==> config.mk <==
export PLATFORM = sky130hd
export DESIGN_NAME = cdu_top
export DESIGN_NICKNAME = d
export VERILOG_FILES = /design/src/logic/cdu_pkg.sv /design/src/logic/cdu_format.sv /design/src/logic/cdu_top.sv
export SDC_FILE = /design/constraint.sdc
export NUM_CORES = 1
export LEC_CHECK = 0
export ABC_CLOCK_PERIOD_IN_PS = 2600
export BUFFER_PORTS_ARGS = -buffer_cell sky130_fd_sc_hd__clkbuf_2
export CAP_MARGIN = 40
export CORE_ASPECT_RATIO = 2
export CORE_UTILIZATION = 53
export CTS_CLUSTER_SIZE = 16
export DETAILED_ROUTE_END_ITERATION = 10
export GPL_TIMING_DRIVEN = 1
export PLACE_DENSITY = 0.8
export SYNTH_ARGS = -nofsm -noshare
export SYNTH_HDL_FRONTEND = slang
export SYNTH_SLANG_ARGS = --single-unit
==> constraint.sdc <==
create_clock -name i_mclk -period 2.6 [get_ports i_mclk]
set_clock_uncertainty 0.05 [all_clocks]
set_input_delay 0.13 -clock i_mclk [delete_from_list [all_inputs] [get_ports i_mclk]]
set_output_delay 0.13 -clock i_mclk [all_outputs]
set_load 0.01 [all_outputs]
==> src/logic/cdu_pkg.sv <==
// constants for the converter update and data format block
// assumes an 8-bit special-function register space with page select
package cdu_pkg;
   // register addresses; page selects the channel copy
   localparam logic [7:0] CDU_ADDR_CONTROL   = 8'hD4;
   localparam logic [7:0] CDU_ADDR_DATA_LOW  = 8'hD2;
   localparam logic [7:0] CDU_ADDR_DATA_HIGH = 8'hD3;
   localparam logic [7:0] CDU_ADDR_REF_CTRL  = 8'hD1;
   localparam logic [7:0] CDU_PAGE_DEFAULT   = 8'h01;
   // control field positions
   localparam int CDU_BIT_ENABLE   = 7;
   localparam int CDU_MODE_HI      = 4;
   localparam int CDU_MODE_LO      = 3;
   localparam int CDU_FMT_HI       = 2;
   localparam int CDU_FMT_LO       = 0;
   localparam logic [7:0] CDU_CTRL_WMASK = 8'h9F;
   // reference control field positions
   localparam int CDU_BIT_TEMP     = 2;
   localparam int CDU_BIT_BIAS     = 1;
   localparam int CDU_BIT_REFBUF   = 0;
   localparam logic [7:0] CDU_REF_WMASK  = 8'h07;
   // reset values
   localparam logic [7:0]  CDU_RST_CTRL  = 8'h00;
   localparam logic [7:0]  CDU_RST_BYTE  = 8'h00;
   localparam logic [11:0] CDU_RST_LATCH = 12'h000;
   // update modes
   localparam logic [1:0] CDU_MODE_DEMAND = 2'h0;
   localparam logic [1:0] CDU_MODE_TMR3   = 2'h1;
   localparam logic [1:0] CDU_MODE_TMR4   = 2'h2;
   localparam logic [1:0] CDU_MODE_TMR2   = 2'h3;
endpackage : cdu_pkg

==> src/logic/cdu_format.sv <==
// maps the 16-bit register pair onto the 12-bit converter word
// assumes format code from the control register, purely combinational
`timescale 1ns/1ns
module cdu_format (
   input  wire logic [2:0]  i_fmt,
   input  wire logic [7:0]  i_high,
   input  wire logic [7:0]  i_low,
   output logic      [11:0] o_word
);
   import cdu_pkg::*;

   // alignment select; top format bit forces byte alignment
   always_comb begin
      if (i_fmt[2]) begin
         o_word = {i_high, i_low[7:4]};
      end else begin
         unique case (i_fmt[1:0])
            2'h0: o_word = {i_high[3:0], i_low};
            2'h1: o_word = {i_high[4:0], i_low[7:1]};
            2'h2: o_word = {i_high[5:0], i_low[7:2]};
            2'h3: o_word = {i_high[6:0], i_low[7:3]};
         endcase
      end
   end
endmodule // cdu_format

==> src/logic/cdu_top.sv <==
// converter channel control: enable, update scheduling, data format
// assumes one-cycle register strobes from the core and one-cycle timer overflow pulses
`timescale 1ns/1ns
module cdu_top #(
   parameter logic [7:0] PAGE = cdu_pkg::CDU_PAGE_DEFAULT
) (
   input  wire logic        i_mclk,
   input  wire logic        i_sys_rst,
   input  wire logic [7:0]  i_sfr_addr,
   input  wire logic [7:0]  i_sfr_page,
   input  wire logic        i_sfr_wr,
   input  wire logic        i_sfr_rd,
   input  wire logic [7:0]  i_sfr_wdata,
   input  wire logic        i_tmr2_ovf,
   input  wire logic        i_tmr3_ovf,
   input  wire logic        i_tmr4_ovf,
   output logic      [7:0]  o_sfr_rdata,
   output logic             o_sfr_hit,
   output logic      [11:0] o_conv_latch,
   output logic             o_conv_enable,
   output logic             o_conv_shutdown,
   output logic             o_conv_out_en,
   output logic             o_bias_gen_enable,
   output logic             o_ref_buffer_enable,
   output logic             o_ref_pin_oe,
   output logic             o_temp_sensor_enable
);
   import cdu_pkg::*;

   ////////////////////////////////////////////////////////////////////////////
   // address decode

   function automatic logic hit(input logic [7:0] a, input logic [7:0] pg, input logic [7:0] want);
      hit = (pg == PAGE) && (a == want);
   endfunction

   logic wr_ctrl, wr_low, wr_high, wr_ref;
   assign wr_ctrl = i_sfr_wr && hit(i_sfr_addr, i_sfr_page, CDU_ADDR_CONTROL);
   assign wr_low  = i_sfr_wr && hit(i_sfr_addr, i_sfr_page, CDU_ADDR_DATA_LOW);
   assign wr_high = i_sfr_wr && hit(i_sfr_addr, i_sfr_page, CDU_ADDR_DATA_HIGH);
   assign wr_ref  = i_sfr_wr && hit(i_sfr_addr, i_sfr_page, CDU_ADDR_REF_CTRL);

   ////////////////////////////////////////////////////////////////////////////
   // register state

   logic [7:0]  ctrl_q, ctrl_d;
   logic [7:0]  low_q, low_d;
   logic [7:0]  high_q, high_d;
   logic [7:0]  ref_q, ref_d;
   logic [11:0] latch_q, latch_d;
   logic [11:0] fmt_word;
   logic [1:0]  mode;
   logic        upd;

   assign mode = ctrl_q[CDU_MODE_HI:CDU_MODE_LO];

   // formatted word of what would sit in the registers after this cycle
   cdu_format u_format (
      .i_fmt  (ctrl_q[CDU_FMT_HI:CDU_FMT_LO]),
      .i_high (high_d),
      .i_low  (low_d),
      .o_word (fmt_word)
   );

   // update trigger; high-byte write in demand mode, chosen overflow otherwise
   always_comb begin
      unique case (mode)
         CDU_MODE_DEMAND: upd = wr_high;
         CDU_MODE_TMR3:   upd = i_tmr3_ovf;
         CDU_MODE_TMR4:   upd = i_tmr4_ovf;
         CDU_MODE_TMR2:   upd = i_tmr2_ovf;
      endcase
   end

   // next values; a write landing with an overflow is included in the copy
   always_comb begin
      ctrl_d  = wr_ctrl ? (i_sfr_wdata & CDU_CTRL_WMASK) : ctrl_q;
      low_d   = wr_low  ? i_sfr_wdata : low_q;
      high_d  = wr_high ? i_sfr_wdata : high_q;
      ref_d   = wr_ref  ? (i_sfr_wdata & CDU_REF_WMASK) : ref_q;
      latch_d = upd ? fmt_word : latch_q;
   end

   // registers; reset gives disabled, demand mode, nibble format
   always_ff @(posedge i_mclk) begin
      if (i_sys_rst) begin
         ctrl_q  <= CDU_RST_CTRL;
         low_q   <= CDU_RST_BYTE;
         high_q  <= CDU_RST_BYTE;
         ref_q   <= CDU_RST_CTRL;
         latch_q <= CDU_RST_LATCH;
      end else begin
         ctrl_q  <= ctrl_d;
         low_q   <= low_d;
         high_q  <= high_d;
         ref_q   <= ref_d;
         latch_q <= latch_d;
      end
   end

   ////////////////////////////////////////////////////////////////////////////
   // read path; data bytes return held values, not the latch

   always_comb begin
      o_sfr_hit   = 1'b1;
      o_sfr_rdata = 8'h00;
      if (!i_sfr_rd) begin
         o_sfr_hit = 1'b0;
      end else if (hit(i_sfr_addr, i_sfr_page, CDU_ADDR_CONTROL)) begin
         o_sfr_rdata = ctrl_q;
      end else if (hit(i_sfr_addr, i_sfr_page, CDU_ADDR_DATA_LOW)) begin
         o_sfr_rdata = low_q;
      end else if (hit(i_sfr_addr, i_sfr_page, CDU_ADDR_DATA_HIGH)) begin
         o_sfr_rdata = high_q;
      end else if (hit(i_sfr_addr, i_sfr_page, CDU_ADDR_REF_CTRL)) begin
         o_sfr_rdata = ref_q;
      end else begin
         o_sfr_hit = 1'b0;                          // other blocks answer
      end
   end

   ////////////////////////////////////////////////////////////////////////////
   // analog controls; bias and buffer are software's duty to set correctly

   assign o_conv_latch         = latch_q;
   assign o_conv_enable        = ctrl_q[CDU_BIT_ENABLE];
   assign o_conv_shutdown      = !ctrl_q[CDU_BIT_ENABLE];
   assign o_conv_out_en        = ctrl_q[CDU_BIT_ENABLE];
   assign o_bias_gen_enable    = ref_q[CDU_BIT_BIAS];
   assign o_ref_buffer_enable  = ref_q[CDU_BIT_REFBUF];
   assign o_ref_pin_oe         = ref_q[CDU_BIT_REFBUF];
   assign o_temp_sensor_enable = ref_q[CDU_BIT_TEMP];

   ////////////////////////////////////////////////////////////////////////////
   // checks

   a_unused_read_zero: assert property (@(posedge i_mclk) disable iff (i_sys_rst)
      ctrl_q[6:5] == 2'h0) else $error("unused control bits not zero");

   a_demand_high_update: assert property (@(posedge i_mclk) disable iff (i_sys_rst)
      (mode == CDU_MODE_DEMAND && wr_high && !wr_ctrl) |=> (latch_q == $past(fmt_word)))
      else $error("high write did not update latch");

   a_low_write_hold: assert property (@(posedge i_mclk) disable iff (i_sys_rst)
      (mode == CDU_MODE_DEMAND && !wr_high) |=> $stable(latch_q))
      else $error("latch changed without high write");

   a_timer3_update: assert property (@(posedge i_mclk) disable iff (i_sys_rst)
      (mode == CDU_MODE_TMR3 && i_tmr3_ovf) |=> (latch_q == $past(fmt_word)))
      else $error("timer 3 overflow missed");

   a_timer_hold: assert property (@(posedge i_mclk) disable iff (i_sys_rst)
      (mode != CDU_MODE_DEMAND && !upd) |=> $stable(latch_q))
      else $error("latch changed without overflow");

   a_enable_outputs: assert property (@(posedge i_mclk) disable iff (i_sys_rst)
      (wr_ctrl && !i_sfr_wdata[7]) |=> (o_conv_shutdown && !o_conv_out_en))
      else $error("disable did not shut converter");

   a_byte_fmt: assert property (@(posedge i_mclk) disable iff (i_sys_rst)
      ctrl_q[2] |-> (fmt_word[3:0] == low_d[7:4] && fmt_word[11:4] == high_d))
      else $error("byte format wrong");

   a_read_low: assert property (@(posedge i_mclk) disable iff (i_sys_rst)
      wr_low ##1 !wr_low ##1 (i_sfr_rd && hit(i_sfr_addr, i_sfr_page, CDU_ADDR_DATA_LOW) && !wr_low)
      |-> o_sfr_rdata == $past(i_sfr_wdata, 2)) else $error("low read mismatch");

   a_reset_state: assert property (@(posedge i_mclk)
      $past(i_sys_rst) |-> (latch_q == 12'h000 && ctrl_q == 8'h00))
      else $error("reset state wrong");

   ////////////////////////////////////////////////////////////////////////////
   // checks: update scheduling

   // mode 10 copies the word on timer 4 overflow
   a_timer4_update: assert property (@(posedge i_mclk) disable iff (i_sys_rst)
      (mode == CDU_MODE_TMR4 && i_tmr4_ovf) |=> (latch_q == $past(fmt_word)))
      else $error("timer 4 overflow missed");

   // mode 11 copies the word on timer 2 overflow
   a_timer2_update: assert property (@(posedge i_mclk) disable iff (i_sys_rst)
      (mode == CDU_MODE_TMR2 && i_tmr2_ovf) |=> (latch_q == $past(fmt_word)))
      else $error("timer 2 overflow missed");

   // overflows are ignored while updates follow high byte writes
   a_demand_no_timer: assert property (@(posedge i_mclk) disable iff (i_sys_rst)
      (mode == CDU_MODE_DEMAND && !wr_high && (i_tmr2_ovf || i_tmr3_ovf || i_tmr4_ovf)) |=> $stable(latch_q))
      else $error("overflow moved latch in demand mode");

   // byte writes in a timer mode wait for the overflow
   a_timer_write_held: assert property (@(posedge i_mclk) disable iff (i_sys_rst)
      (mode != CDU_MODE_DEMAND && (wr_low || wr_high) && !upd) |=> $stable(latch_q))
      else $error("byte write reached latch in timer mode");

   ////////////////////////////////////////////////////////////////////////////
   // checks: enable and control register

   // setting the enable wakes the converter and its output pin
   a_enable_on: assert property (@(posedge i_mclk) disable iff (i_sys_rst)
      (wr_ctrl && i_sfr_wdata[CDU_BIT_ENABLE]) |=> (o_conv_enable && o_conv_out_en && !o_conv_shutdown))
      else $error("enable did not wake converter");

   // output pin and shutdown always agree with the enable bit
   a_enable_pins: assert property (@(posedge i_mclk) disable iff (i_sys_rst)
      (o_conv_out_en == o_conv_enable) && (o_conv_shutdown == !o_conv_enable))
      else $error("enable outputs disagree");

   // a control write keeps only the implemented bits
   a_ctrl_write_mask: assert property (@(posedge i_mclk) disable iff (i_sys_rst)
      wr_ctrl |=> (ctrl_q == ($past(i_sfr_wdata) & CDU_CTRL_WMASK)))
      else $error("control write not masked");

   // unused control bits read back as zero
   a_ctrl_read_zero: assert property (@(posedge i_mclk) disable iff (i_sys_rst)
      (i_sfr_rd && hit(i_sfr_addr, i_sfr_page, CDU_ADDR_CONTROL)) |-> (o_sfr_rdata[6:5] == 2'h0))
      else $error("unused control bits read nonzero");

   ////////////////////////////////////////////////////////////////////////////
   // checks: data bytes and read path

   // low byte takes all eight written bits
   a_low_write_land: assert property (@(posedge i_mclk) disable iff (i_sys_rst)
      wr_low |=> (low_q == $past(i_sfr_wdata)))
      else $error("low byte write lost");

   // high byte holds the written value whatever the mode
   a_high_write_land: assert property (@(posedge i_mclk) disable iff (i_sys_rst)
      wr_high |=> (high_q == $past(i_sfr_wdata)))
      else $error("high byte write lost");

   // a read of the high byte returns what was written, not the latch
   a_read_high: assert property (@(posedge i_mclk) disable iff (i_sys_rst)
      wr_high ##1 !wr_high ##1 (i_sfr_rd && hit(i_sfr_addr, i_sfr_page, CDU_ADDR_DATA_HIGH) && !wr_high)
      |-> o_sfr_rdata == $past(i_sfr_wdata, 2)) else $error("high read mismatch");

   // data bytes hold between writes
   a_bytes_hold: assert property (@(posedge i_mclk) disable iff (i_sys_rst)
      (!wr_low && !wr_high) |=> ($stable(low_q) && $stable(high_q)))
      else $error("data byte changed without write");

   // no read strobe, no answer; other blocks share the read bus
   a_idle_read: assert property (@(posedge i_mclk) disable iff (i_sys_rst)
      !i_sfr_rd |-> (!o_sfr_hit && o_sfr_rdata == 8'h00))
      else $error("read path active without strobe");

   ////////////////////////////////////////////////////////////////////////////
   // checks: word alignment

   // format 000: nibble of the high byte over the whole low byte
   a_fmt_nibble: assert property (@(posedge i_mclk) disable iff (i_sys_rst)
      (ctrl_q[CDU_FMT_HI:CDU_FMT_LO] == 3'h0) |-> (fmt_word == {high_d[3:0], low_d}))
      else $error("format 000 wrong");

   // format 001: five high bits, seven low bits
   a_fmt_five: assert property (@(posedge i_mclk) disable iff (i_sys_rst)
      (ctrl_q[CDU_FMT_HI:CDU_FMT_LO] == 3'h1) |-> (fmt_word == {high_d[4:0], low_d[7:1]}))
      else $error("format 001 wrong");

   // format 010: six high bits, six low bits
   a_fmt_six: assert property (@(posedge i_mclk) disable iff (i_sys_rst)
      (ctrl_q[CDU_FMT_HI:CDU_FMT_LO] == 3'h2) |-> (fmt_word == {high_d[5:0], low_d[7:2]}))
      else $error("format 010 wrong");

   // format 011: seven high bits, five low bits
   a_fmt_seven: assert property (@(posedge i_mclk) disable iff (i_sys_rst)
      (ctrl_q[CDU_FMT_HI:CDU_FMT_LO] == 3'h3) |-> (fmt_word == {high_d[6:0], low_d[7:3]}))
      else $error("format 011 wrong");

   ////////////////////////////////////////////////////////////////////////////
   // checks: reference control

   // bias bit follows the last reference control write
   a_bias_write: assert property (@(posedge i_mclk) disable iff (i_sys_rst)
      wr_ref |=> (o_bias_gen_enable == $past(i_sfr_wdata[CDU_BIT_BIAS])))
      else $error("bias enable wrong");

   // buffer bit follows the last reference control write
   a_buffer_write: assert property (@(posedge i_mclk) disable iff (i_sys_rst)
      wr_ref |=> (o_ref_buffer_enable == $past(i_sfr_wdata[CDU_BIT_REFBUF])))
      else $error("buffer enable wrong");

   // reference pin floats whenever the buffer is off
   a_refpin_float: assert property (@(posedge i_mclk) disable iff (i_sys_rst)
      !o_ref_buffer_enable |-> !o_ref_pin_oe)
      else $error("reference pin driven with buffer off");

   ////////////////////////////////////////////////////////////////////////////
   // checks: reset defaults

   // a reset edge leaves a zero latch, a sleeping channel, demand mode and nibble format
   a_reset_outputs: assert property (@(posedge i_mclk)
      i_sys_rst |=> (o_conv_latch == CDU_RST_LATCH && o_conv_shutdown && !o_conv_out_en
         && mode == CDU_MODE_DEMAND && ctrl_q[CDU_FMT_HI:CDU_FMT_LO] == 3'h0))
      else $error("reset defaults wrong");
endmodule // cdu_top

# == After elaboration in Yosys (flattened, before gate mapping) ==
# Cells that the tools add are included.
# W data, S select, Z words.
# totals
regBits,37
input_bits,31
word_cells,42
# op_classes
n_eq_ne,11
muxes,15
reduce_logical,11
# ops
cell,count
$mux W8,6
$pmux W12 S4,1
$eq A8 B8 Y1 const B,4
$mux W12,1
$eq A2 B2 Y1 const B,4
$eq A8 B1 Y1 const B,1
$logic_and A1 B1 Y1,8
$mux W1,5
$eq A2 B1 Y1 const B,2
$logic_not A2 Y1,2
$pmux W1 S4,1
$mux W3,1
$logic_not A1 Y1,1

# == Longest topological paths before layout ==
# depth
depth_word,7
mapped_depth,8
mapped_depth_nobuf,6

# == By module ==
# Synthesis repeated with hierarchy kept, for this count alone.
# unflattened
cells_unflattened,283
area_unflattened_um2,2342.2
# modules_own_cells
mod,instances,cells_each,area_each_um2
cdu_top,1,239,1993.2
cdu_format,1,44,349.1

# == Least setup slack after synthesis ==
# OpenSTA, ideal clock, no wires.
# synth_path
kind,input-to-reg
from,in i_sfr_page[3]
to,"reg latch_q[1], in the netlist o_conv_latch[1]"
setup_time_ns,0.117
t_arrival_ns,1.882
required_ns,2.433
setup_slack_ns,0.551
cell_stages,8
path_cell_list,nor4_4 nand4_4 or3_1 buf_6 buf_8 mux4_1 o22a_1 a32o_1
# synth_between
elab_chain_len,6
elab_cells_between_ends,9
cone_classes,eq/ne (1); mux (4); reduce/logical (4)
# synth_rtl
item,line,text
from (decl),cdu_top.sv:10,"input wire logic [7:0] i_sfr_page,"
$eq A8 B1 Y1 (*),cdu_top.sv:34,hit = (pg == PAGE) && (a == want);
$logic_and A1 B1 Y1,cdu_top.sv:34,
$logic_and A1 B1 Y1,cdu_top.sv:39,"assign wr_low = i_sfr_wr && hit(i_sfr_addr, i_sfr_page, CDU_ADDR_DATA_LOW);"
$mux W8,cdu_top.sv:78,low_d = wr_low ? i_sfr_wdata : low_q;
$pmux W12 S4,cdu_format.sv:17,unique case (i_fmt[1:0])
$mux W12,cdu_format.sv:14,if (i_fmt[2]) begin
to (signal assigned),cdu_top.sv:97,latch_q <= latch_d;
to (decl),cdu_top.sv:50,"logic [11:0] latch_q, latch_d;"
# Every way passes the cells marked *; elsewhere a longest branch is shown, timed or not.
# A chain may end at the register's enable or synchronous reset.

# == Final worst setup path ==
# layout_path
from,reg ctrl_q[4]
to,"reg latch_q[0], in the netlist o_conv_latch[0]"
# layout_between
elab_chain_len,2
elab_cells_between_ends,5
cone_classes,eq/ne (3); mux (1); reduce/logical (1)
# layout_rtl
item,line,text
from (decl),cdu_top.sv:46,"logic [7:0] ctrl_q, ctrl_d;"
from (signal assigned),cdu_top.sv:93,ctrl_q <= ctrl_d;
$eq A2 B2 Y1 (tied with other cells),cdu_top.sv:67,unique case (mode)
$pmux W1 S4 (*),cdu_top.sv:67,
# Marks and branches as above.

==> results.md <==
* Status: complete, no violations
* Finished Cell Area at 0.00273 mm^2
* Routed WL per cell at 18.7 um
* Multi-input logic area at 0.00142 mm^2
* Most common cell in the netlist: nor2_1
* First-pass GRT wire length at 10.4 mm
* R2R cell count at 6
* Area Overhead vs Synth at 19.5%
* Hold depth at 3
* DRT antenna net count at 0
* Req. time, crit path at 2740 ps
* Die Ht at 94.8 um
* Switching Fraction at 23.2%
* Place WS at 182 ps
* Lkg Pwr at 1.20 nW
* Final Hold Viols at 0
* Fin nets at 332
* Slew margin rel. at 56.8%
* Starting density of the core at 55.3%
* Placer Congestion at 0.971
* I/O Buffers at 58
* Number of H-tree levels at 2
* N_diodes at 0
* Worst path max stage delay at 450 ps
* Maximum fanout along the worst path at 9
* Crit. End Element: register
* Top area cells in the synthesized netlist: dfxtp_1 (32%), mux2i_1 (11%), nor2_1 (7.1%)
* Comb pwr share at 6.8%
* CTS tree: done
* # IOs at 59
* Slew @ Worst Pin at 646 ps
* Top-area cell type share of the netlist area at 32.4%
* Peak VDD IR at 0.617 mV
* Top delay family on crit path: compound AO/OA/AOI/OAI gates
* Die width at 48.4 um
* DIE AREA at 0.00459 mm^2
* Setup Viol. Count Final at 0
* TritonRoute pass-1 iters at 4
* Clock tree buffer depth at 2
* Crit. path cell count at 6
* GRT Total Usage at 30.8%
* Nature of the critical path startpoint: register
* Register area at 741 um^2
* Max-cap violations at 0
* Internal Power at 0.910 mW
* DR iter-0 viols at 62
* Critical path cell sequence: mux2_2, a21oi_1, o41a_4, or3_1, nor2_1, a221o_1
* Post-route worst setup slack at 281 ps
* Mapped Nets at 274
* Post-cts resize count at 0
* Clock power share at 45.4%
* Flop pwr share at 47.8%
* Mapped Avg Cell Area at 9.40 um^2
* Reg2Reg Setup Slack at 280 ps
* Syn Std Cell Area at 0.00228 mm^2
* Hold path startpoint: i_sfr_wr
* Worst path slowest cell: dfxtp_1
* Post-DP HPWL at 5.13 mm
* Via-to-Cell Ratio at 6.20
* Reg2reg start: ctrl_q[4]$_SDFFE_PP0P_
* Post-Route WL at 6.64 mm
* Post-synth ARST share at 0%
* Seq/Total Area, Yosys at 32.4%
* RSZ-0062 raised after global routing: no
* Critical path class: reg -> reg
* EDFF count, synth at 0
* Largest net degree at the start of global routing at 35
* Util after Layout at 66.1%
* Core Area at 0.00413 mm^2
* P per Cell Area at 434 mW/mm^2
* Post-synthesis cell count at 243
* Sink Count at 37
* Vias at 2194
* Buf/Inv on CP at 0
* Final period utilization at 89.2%
* Root buf cell: clkbuf_8
* Synth cell types at 51
* Drc violations at 0
* Clock Latency Late Sink at 290 ps
* Share of cells above drive strength 1 at 30.1%
* P_sw at 0.274 mW
* Yosys warnings at 0
* Grt ovf at 0
* Area leader, netlist: dfxtp_1
* Most frequent cells after synthesis: nor2_1 (43), dfxtp_1 (37), mux2i_1 (24), nand2_1 (19), a21oi_1 (11)
* Seq cells post-synth at 37
* # rows at 33
* Initial antenna violation count at 0
* Inserted Clock Buffers at 5
* Postcts setup bufs at 0
* CP arrival at 2460 ps
* Vias in the first global route at 2172
* Hold Path Class: in -> reg
* CTS Hold Bufs at 0
* Ys flop type: dfxtp_1
* Hold EP: ctrl_q[4]$_SDFFE_PP0P_
* Reg clk slew, reported paths at 80 ps
* Final Critical Period at 2320 ps
* RR Endpoint: o_conv_latch[0]$_SDFFE_PP0P_
* Area post-placement at 0.00261 mm^2
* Maximum clock frequency at 431 MHz
* Slew Limit Fails at 0
* Layout filler cell count at 372
* Setup TNS Final at 0 ps
stage by stage:
step	hold WS (ps)	total power, mW	instances
5_1_grt	136	1.21	354
3_5_place_dp	398	0.658	346
2_1_floorplan	224	0.612	243
4_1_cts	88.0	1.19	354
3_3_place_gp	387	0.657	346
6_report	94.7	1.18	354
state kept, by name (all words and copies together) (netlist names):
register	count
high_q	8
low_q	8
ref_q	3
ctrl_q	6
o_conv_latch	12
per-layer routing:
layer / vias to the layer above / global-route usage, % / routed length [um]
met4: 0 / 23.0 / 440
met2: 113 / 58.6 / 3580
met1: 1029 / 29.4 / 2250
li1: 1016 / - / -
met5: - / 0 / 0
met3: 36 / 4.19 / 374
worst reg2reg max path: cells and delay by family (launching register included):
kind	cells	cell delay [ps]
muxes	1	360
DFF	1	450
AOI/OAI and AO/OA	3	850
and+or+nand+nor	2	500
placed cells by master, fill, tap and decap left out, drive strengths merged, types with 2 or more instances in the layout:
| master | count |
|---|---|
| o41ai | 2 |
| o211ai | 2 |
| or3 | 4 |
| a32o | 2 |
| o21ai | 9 |
| buf | 7 |
| nor2 | 44 |
| nor2b | 3 |
| inv | 9 |
| nand4 | 2 |
| nor3 | 3 |
| mux4 | 10 |
| and2 | 2 |
| a221o | 2 |
| nand2b | 5 |
| clkbuf | 64 |
| a2bb2oi | 4 |
| nand2 | 19 |
| mux2 | 4 |
| mux2i | 25 |
| a22oi | 3 |
| o2bb2ai | 4 |
| dfxtp | 37 |
| a21oi | 11 |
| nand3b | 2 |
| nor4b | 2 |
| and3 | 3 |
| nand3 | 2 |
logic make-up after synthesis:
group	synth area share, %
flops	32.4
buf+inv	5.26
compound gates	16.5
mux	24.0
simple gates	21.8
power groups by stage:
stage | Clock (mW) | Sequential, mW | Combinational, mW
after floorplan | 0 | 0.579 | 0.0327
after global placement | 0 | 0.579 | 0.0772
after detailed placement | 0 | 0.579 | 0.0784
after CTS | 0.542 | 0.566 | 0.0787
after global routing | 0.556 | 0.566 | 0.0850
final | 0.537 | 0.566 | 0.0803
worst max-delay path by stage:
stage                           start                           end  slack (ps)
3_5_place_dp            i_sfr_page[3]  o_conv_latch[5]$_SDFFE_PP0P_         180
4_1_cts        ctrl_q[4]$_SDFFE_PP0P_  o_conv_latch[0]$_SDFFE_PP0P_         300
2_1_floorplan           i_sfr_page[3]  o_conv_latch[1]$_SDFFE_PP0P_         550
6_report       ctrl_q[4]$_SDFFE_PP0P_  o_conv_latch[0]$_SDFFE_PP0P_         280
5_1_grt        ctrl_q[4]$_SDFFE_PP0P_  o_conv_latch[0]$_SDFFE_PP0P_         210
3_3_place_gp            i_sfr_page[3]  o_conv_latch[5]$_SDFFE_PP0P_         230
area by class of cell:
cell class,count,share of cell area [%]
Multi-Input combinational cell,182,52.1
Inverter,10,1.38
Clock inverter,2,1.38
Clock buffer,6,3.03
Tap cell,52,2.38
Sequential cell,37,27.1
Timing Repair Buffer,65,12.6
No activity file was read; power rests on OpenSTA's default activity.
